## config.mk

```make
export PLATFORM = sky130hd
export DESIGN_NAME = fpu_pipeline_alignment
export DESIGN_NICKNAME = d
export VERILOG_FILES = /design/src/rtl/fpu_align_pkg.sv /design/src/rtl/fpu_result_slot.sv /design/src/rtl/fpu_pipeline_alignment.sv
export VERILOG_INCLUDE_DIRS = /design/src /design/src/rtl
export SDC_FILE = /design/constraint.sdc
export NUM_CORES = 1
export LEC_CHECK = 0
export BUFFER_PORTS_ARGS = -buffer_cell sky130_fd_sc_hd__buf_2
export CAP_MARGIN = 10
export CORE_UTILIZATION = 50
export DETAILED_ROUTE_END_ITERATION = 6
export PLACE_DENSITY = 0.74
export SLEW_MARGIN = 20
export SYNTH_ARGS = -nofsm -noshare
export SYNTH_HDL_FRONTEND = slang
export SYNTH_SLANG_ARGS = --single-unit
```

## constraint.sdc

```tcl
create_clock -name clk -period 3.2 [get_ports clk]
set_input_delay 0.64 -clock clk [delete_from_list [all_inputs] [get_ports clk]]
set_output_delay 0.64 -clock clk [all_outputs]
set_load 0.02 [all_outputs]
```

## src/rtl/fpu_align_params.svh

```systemverilog
/*
  Constants for the floating-point pipeline alignment block.
  Assumes inclusion by bare name from the package and the design files.
*/
`ifndef FPU_ALIGN_PARAMS_SVH
`define FPU_ALIGN_PARAMS_SVH
// --------------------------------------------------------------
// Instruction classes on the issue_class input
// --------------------------------------------------------------
`define CLS_HOST 4'h0
`define CLS_SINGLE 4'h1
`define CLS_MATH 4'h2
`define CLS_CONV 4'h3
`define CLS_HOST_TO_FPU 4'h4
`define CLS_FPU_TO_HOST 4'h5
`define CLS_PAR_MATH_MOVE 4'h6
`define CLS_PAR_MATH_MATH 4'h7
`define CLS_FRAC 4'h8
// --------------------------------------------------------------
// Timing, in issue slots, and register index width
// --------------------------------------------------------------
`define SINGLE_LAT 2'h1
`define PIPE_LAT 2'h2
`define H2F_SLOTS 3'h4
`define F2H_GAP_SINGLE 2'h1
`define F2H_GAP_PIPE 2'h2
`define REG_IDX_W 3
`endif

```

## src/rtl/fpu_align_pkg.sv

```systemverilog
/*
  Types for the floating-point pipeline alignment block.
  Assumes fpu_align_params.svh is on the include path.
*/
package fpu_align_pkg;
  `include "fpu_align_params.svh"
  typedef enum logic [1:0] {
    ROUTE_NONE = 2'b00,
    ROUTE_HOST = 2'b01,
    ROUTE_FPU = 2'b10
  } route_t;
endpackage

```

## src/rtl/fpu_result_slot.sv

```systemverilog
/*
  One result lane: holds a destination until its result becomes valid.
  Assumes the caller gives an issue advance enable shared with the host pipeline.
*/
`timescale 1ns/100ps
`include "fpu_align_params.svh"
module fpu_result_slot #(
  parameter int IDX_W = `REG_IDX_W
) (
  input wire logic clk,
  input wire logic rst_n,
  input wire logic advance,
  input wire logic start,
  input wire logic [1:0] latency,
  input wire logic [IDX_W-1:0] dest,
  output logic done,
  output logic [IDX_W-1:0] done_dest,
  output logic busy
);
  logic [1:0] remain;
  logic [IDX_W-1:0] held;
  // A pending pipelined result keeps priority over a new single one on the same edge
  wire last = (remain == 2'h1);
  wire [1:0] next_remain = start ? (latency - 2'h1) : (remain != 2'h0 ? remain - 2'h1 : 2'h0);
  wire next_done = last || (start && (latency == 2'h1));
  wire [IDX_W-1:0] next_done_dest = last ? held : dest;
  always_ff @(posedge clk or negedge rst_n) begin
    if (!rst_n) begin
      remain <= 2'h0;
      held <= '0;
      done <= 1'b0;
      done_dest <= '0;
    end else if (advance) begin
      remain <= next_remain;
      if (start) begin
        held <= dest;
      end
      done <= next_done;
      done_dest <= next_done_dest;
    end else begin
      done <= 1'b0;
    end
  end
  assign busy = (remain != 2'h0);
endmodule

```

## src/rtl/fpu_pipeline_alignment.sv

```systemverilog
/*
  Alignment control for a floating-point unit sharing the host CPU pipeline.
  Assumes the host decoder presents one classified instruction per issue slot and
  that the instruction stream respects all delay slots; only shared clk and rst_n.
*/
`timescale 1ns/100ps
`include "fpu_align_params.svh"
module fpu_pipeline_alignment #(
  parameter int IDX_W = `REG_IDX_W
) (
  input wire logic clk,
  input wire logic rst_n,
  input wire logic issue_valid,
  input wire logic [3:0] issue_class,
  input wire logic [IDX_W-1:0] dest_a,
  input wire logic [IDX_W-1:0] dest_b,
  input wire logic [IDX_W-1:0] src_reg,
  input wire logic decode_stall,
  input wire logic mem_wait,
  output logic [1:0] route,
  output logic fpu_advance,
  output logic result_a_valid,
  output logic [IDX_W-1:0] result_a_dest,
  output logic result_b_valid,
  output logic [IDX_W-1:0] result_b_dest,
  output logic f2h_ready,
  output logic h2f_ready,
  output logic slot_violation
);
  // ------------------------------------------------------------
  // Decode
  // ------------------------------------------------------------
  function automatic logic is_pipe(input logic [3:0] c);
    is_pipe = (c == `CLS_MATH) || (c == `CLS_CONV) || (c == `CLS_PAR_MATH_MOVE) ||
              (c == `CLS_PAR_MATH_MATH);
  endfunction
  wire advance = !(decode_stall || mem_wait);
  wire take = issue_valid && advance;
  wire is_host = (issue_class == `CLS_HOST) || (issue_class == `CLS_FPU_TO_HOST);
  wire [1:0] next_route = !take ? fpu_align_pkg::ROUTE_NONE :
    (is_host ? fpu_align_pkg::ROUTE_HOST : fpu_align_pkg::ROUTE_FPU);
  // Lane a carries the math half; the move half of 2p/1 goes single on lane b
  wire start_a = take && !is_host && (issue_class != `CLS_HOST_TO_FPU);
  wire [1:0] lat_a = is_pipe(issue_class) ? `PIPE_LAT : `SINGLE_LAT;
  wire start_b = take && ((issue_class == `CLS_PAR_MATH_MOVE) ||
    (issue_class == `CLS_PAR_MATH_MATH));
  wire [1:0] lat_b = (issue_class == `CLS_PAR_MATH_MATH) ? `PIPE_LAT : `SINGLE_LAT;
  // ------------------------------------------------------------
  // Result lanes
  // ------------------------------------------------------------
  fpu_result_slot #(.IDX_W(IDX_W)) lane_a (
    .clk(clk),
    .rst_n(rst_n),
    .advance(advance),
    .start(start_a),
    .latency(lat_a),
    .dest(dest_a),
    .done(result_a_valid),
    .done_dest(result_a_dest),
    .busy()
  );
  fpu_result_slot #(.IDX_W(IDX_W)) lane_b (
    .clk(clk),
    .rst_n(rst_n),
    .advance(advance),
    .start(start_b),
    .latency(lat_b),
    .dest(dest_b),
    .done(result_b_valid),
    .done_dest(result_b_dest),
    .busy()
  );
  // ------------------------------------------------------------
  // Move alignment tracking
  // ------------------------------------------------------------
  // Slots since last float write of each register, saturating
  logic [1:0] write_age [2**IDX_W];
  logic [1:0] write_need [2**IDX_W];
  logic [2:0] h2f_count;
  logic [IDX_W-1:0] h2f_dest;
  wire is_f2h = take && (issue_class == `CLS_FPU_TO_HOST);
  wire is_h2f = take && (issue_class == `CLS_HOST_TO_FPU);
  wire f2h_ok = (write_age[src_reg] >= write_need[src_reg]);
  wire in_h2f_window = (h2f_count != 3'h0);
  wire uses_h2f_reg = (src_reg == h2f_dest) && !is_host;
  wire forbidden = (issue_class == `CLS_FRAC) || (issue_class == `CLS_CONV);
  wire next_violation = take && ((is_f2h && !f2h_ok) ||
    (in_h2f_window && (forbidden || uses_h2f_reg)));
  always_ff @(posedge clk or negedge rst_n) begin
    if (!rst_n) begin
      for (int i = 0; i < 2**IDX_W; i++) begin
        write_age[i] <= 2'h3;
        write_need[i] <= 2'h0;
      end
    end else if (advance) begin
      // An advancing slot without an issue counts as a bubble slot
      for (int i = 0; i < 2**IDX_W; i++) begin
        if (write_age[i] != 2'h3) begin
          write_age[i] <= write_age[i] + 2'h1;
        end
      end
      if (start_a) begin
        write_age[dest_a] <= 2'h0;
        write_need[dest_a] <= is_pipe(issue_class) ? `F2H_GAP_PIPE : `F2H_GAP_SINGLE;
      end
      if (start_b) begin
        write_age[dest_b] <= 2'h0;
        write_need[dest_b] <= (lat_b == `PIPE_LAT) ? `F2H_GAP_PIPE : `F2H_GAP_SINGLE;
      end
    end
  end
  always_ff @(posedge clk or negedge rst_n) begin
    if (!rst_n) begin
      h2f_count <= 3'h0;
      h2f_dest <= '0;
    end else if (advance) begin
      if (is_h2f) begin
        h2f_count <= `H2F_SLOTS;
        h2f_dest <= dest_a;
      end else if (in_h2f_window) begin
        h2f_count <= h2f_count - 3'h1;
      end
    end
  end
  // Flag only: no interlock, the stream owns the hazard
  always_ff @(posedge clk or negedge rst_n) begin
    if (!rst_n) begin
      route <= fpu_align_pkg::ROUTE_NONE;
      slot_violation <= 1'b0;
    end else begin
      route <= next_route;
      slot_violation <= next_violation;
    end
  end
  assign fpu_advance = advance;
  assign f2h_ready = f2h_ok;
  assign h2f_ready = !in_h2f_window;
  // ------------------------------------------------------------
  // Checks
  // ------------------------------------------------------------
  a_stall_freezes: assert property (@(posedge clk) disable iff (!rst_n)
    (decode_stall || mem_wait) |-> !fpu_advance)
    else $error("FPU advanced during a host stall");
  a_route_host: assert property (@(posedge clk) disable iff (!rst_n)
    (take && issue_class == `CLS_HOST) |=> route == fpu_align_pkg::ROUTE_HOST)
    else $error("Host instruction not routed to host");
  a_route_fpu: assert property (@(posedge clk) disable iff (!rst_n)
    (take && issue_class == `CLS_MATH) |=> route == fpu_align_pkg::ROUTE_FPU)
    else $error("Float instruction not routed to float unit");
  a_single_done: assert property (@(posedge clk) disable iff (!rst_n)
    (take && issue_class == `CLS_SINGLE) |=> result_a_valid)
    else $error("Single-cycle result not valid next slot");
  a_pipe_done: assert property (@(posedge clk) disable iff (!rst_n)
    (take && issue_class == `CLS_MATH ##1 advance) |=> result_a_valid && result_a_dest == $past(dest_a, 2))
    else $error("Pipelined result not valid one issue later");
  a_conv_not_early: assert property (@(posedge clk) disable iff (!rst_n)
    (take && issue_class == `CLS_CONV) |=> !result_a_valid)
    else $error("Conversion result valid too early");
  a_par_move_one: assert property (@(posedge clk) disable iff (!rst_n)
    (take && issue_class == `CLS_PAR_MATH_MOVE) |=> result_b_valid && !result_a_valid)
    else $error("Parallel move not single cycle");
  a_par_math_two: assert property (@(posedge clk) disable iff (!rst_n)
    (take && issue_class == `CLS_PAR_MATH_MATH ##1 advance) |=> result_a_valid && result_b_valid)
    else $error("Dual math results not aligned");
  a_h2f_window: assert property (@(posedge clk) disable iff (!rst_n)
    (take && issue_class == `CLS_HOST_TO_FPU) |=> !h2f_ready)
    else $error("Host-to-float window not opened");
  a_f2h_pipe_gap: assert property (@(posedge clk) disable iff (!rst_n)
    (take && issue_class == `CLS_MATH && !start_b) |=> !f2h_ready || src_reg != $past(dest_a))
    else $error("Float-to-host move allowed too soon after pipelined write");
  a_pipe_back_to_back: assert property (@(posedge clk) disable iff (!rst_n)
    (take && issue_class == `CLS_MATH ##1 take && issue_class == `CLS_MATH ##1 advance) |=>
    result_a_valid && result_a_dest == $past(dest_a, 2))
    else $error("Back-to-back pipelined result lost");
  a_f2h_single_gap: assert property (@(posedge clk) disable iff (!rst_n)
    (take && issue_class == `CLS_SINGLE) |=> !f2h_ready || src_reg != $past(dest_a))
    else $error("Float-to-host move allowed right after single-cycle write");
endmodule

```

==> run metrics <==
layout cell share with drive strength beyond 1=a little over a quarter; CP Max Fanout=6; WS Path Type=in2out; ys async rst share=between 90% and 100%; Worst Path Arrival=2440 ps; routed wire length=around 7400 um; Mapped Cells=about 320; Root Driver=clkbuf_8; max-cap violation count=0; Inserted Clock Buffers=9; pwr dens=between 500 and 600 mW/mm^2; # rows=28; Critical Path, Cell by Cell=buf_2 -> mux4_2 -> mux2_2 -> ha_1 -> nand2b_1 -> a21o_1 -> buf_2; nets@finish=around 370; syn avg cell area=approximately 10 um^2; CP Capture Type=primary output; Relative slew margins=about 55%; initial antenna violation count=0; FF+latch area=approximately 0.0015 mm^2; Diodes inserted=0; sequential share of the synthesized area=between 40% and 50%; DRT Pass-1 Iters=4; slowest cell delay on critical path=530 ps; Synth Warn #=0; Iteration-0 DRC Markers=roughly 200; area of the multi-input gates=between 0.0015 and 0.002 mm^2; max frequency=between 0.3 and 0.4 GHz; die area=0.00666 mm^2; commonest non-fill, non-tap cell in the layout=dfrtp_1; hpwl dp=5370 um; port buffer count=31; Slew Viols, Final=0; outcome=complete, no violations; # hold bufs at CTS=0; Hold Violations, Final=0; Area Growth Syn to Fin=12.9%; Post-CTS Setup Inserts=0; leakage power=between 1.5 and 2 nW; Fin Setup TNS=0 ps; cell taking the most area after synthesis=dfrtp_1; post-synth top area share=roughly 34%; CTS Buffer Depth=2; Post-DRT Antenna Nets=0; post-synthesis register bit count=between 50 and 60; most used cell, CP=buf_2; die width=81.6 um; Layout fillers=527; routed via count=~2500; synth top area cells=dfrtp_1, dfstp_2, mux4_2; first-pass GRT wire length=between 10000 and 15000 um; CP max stage cell=mux4_2; reg-to-reg startpoint=write_need[12]$_DFFE_PN0N_; Synth Cell Area=about 0.0032 mm^2; Clock Skew=approximately 7.5 ps; core area=~0.006 mm^2; starting density of the core=52.6%; Tot GR Track Use=between 20% and 30%; Final setup viols=0; routed vias/inst=~5.8; ys flop type=dfrtp_1; r2r endpoint=slot_violation$_DFF_PN0_; number of synthesized flops with an enable pin=0; Final Cycle Share=slightly below 100%; CTS tree=done; Hold Path Class=in2async; DR WL/cell=around 17 um; minimum setup slack among reg-to-reg paths=780 ps; post-cts sizing count=0; RSZ-0062 raised after global routing=no; Slew @ Worst Pin=676 ps; pin count of the biggest net entering global routing=38; CTS Sinks=59; commonest non-fill, non-tap cells in the layout=dfrtp_1, nor2_1, buf_2; cell family with most CP delay=multiplexers; die height=between 80 and 90 um; Top Ports=32; Routability Congestion=about 0.85; GRT overflow=0; Reg2Reg Depth=7; post-synth cell types=56; vias in the first global route=about 2400; Clock Latency Late Sink=350 ps; VDD IR max=0.321 mV; drc violations=0; Worst Path Buf+Inv=2; Tot Pwr=just under 2 mW; Worst-path clk slew=roughly 70 ps; crit path time final=approximately 3000 ps; H-tree levels=3; Startpoint Class=primary input; Net Count, Synth=between 300 and 400; Worst EP required=between 2000 and 3000 ps
==> worst max-delay path by stage <==
stage	endpoint	from	cells after the start
floorplan	f2h_ready	src_reg[0]	6
global placement	f2h_ready	src_reg[0]	7
detailed placement	f2h_ready	src_reg[0]	7
CTS	f2h_ready	src_reg[0]	7
global route	f2h_ready	src_reg[0]	7
finish	f2h_ready	src_reg[0]	7
==> Yosys cell counts (2+ instances only) <==
cell type  number
nor2b_1        10
nor3_1         11
or2_2           2
and2_1          3
o21ai_0        18
a211oi_1        3
nand3_1         5
nand3b_1        3
nand2_1        30
a2111oi_0       2
mux4_2          8
nor3b_1         2
nand2b_1        6
o2111ai_1       4
clkbuf_1       15
o21a_1          7
xor2_1          4
nor4_2          2
inv_1          11
ha_1            4
or3_1           3
dfrtp_1        43
a21o_1          6
o2111a_1        2
and3_1          2
nor2_1         33
a21oi_1        18
o31ai_1         3
dfstp_2        16
mux2_2          6
o22a_1          2
mux2i_1         7
buf_1           2
==> power breakdown <==
group	switching [mW]	leakage, nW	internal (mW)
Sequential	0.0643	0.711	0.864
Clock	0.293	0.0965	0.342
Combinational	0.219	0.811	0.162
Total	0.576	1.62	1.37
==> layer usage <==
layer | part of all wire [%] | global-route usage [%] | wire (um)
met2 | 48 | 39.8 | 3510
met4 | 2.2 | 10.9 | 159
met5 | 0 | 0 | 0
met1 | 45 | 32.2 | 3350
met3 | 4.9 | 4.78 | 358
==> logic make-up after synthesis <==
kind of cell / after synthesis / share of synthesized area [%]
and+or+nand+nor: 121 / 19.8
AOI/OAI and AO/OA: 76 / 16.5
DFF: 59 / 47.2
buffers and inverters: 30 / 3.59
muxes: 21 / 10.0
xor gates and xnor gates: 5 / 1.38
adders and majority gates: 4 / 1.58
==> cell type report <==
type	count	area share, %
Inverter	12	1.26
Timing Repair Buffer	37	5.59
Tap cell	75	2.62
Clock inverter	2	0.280
Clock buffer	14	4.83
Multi-Input combinational cell	227	43.6
Sequential cell	59	41.8
==> state kept, by name (all words and copies together) (netlist names) <==
signal and cells:
h2f_count 3, h2f_dest 3, lane_a.done 1, lane_a.done_dest 3
lane_a.held 3, lane_a.remain 2, lane_b.done 1, lane_b.done_dest 3
lane_b.held 3, lane_b.remain 2, route 2, slot_violation 1
write_age 16, write_need 16
==> stage by stage <==
| stage | setup WS [ps] | util (%) | cell area [um^2] | std cells | hold WS [ps] |
|---|---|---|---|---|---|
| floorplan | 77.4 | - | 3170 | 316 | 344 |
| global placement | 173 | 56.4 | 3400 | 410 | 459 |
| detailed placement | 121 | 56.4 | 3400 | 410 | 467 |
| CTS | 117 | 59.4 | 3580 | 426 | 280 |
| global route | 49.9 | 59.4 | 3580 | 426 | 315 |
| finish | 118 | 59.4 | 3580 | 426 | 255 |
(Power assumes the default switching activity.)
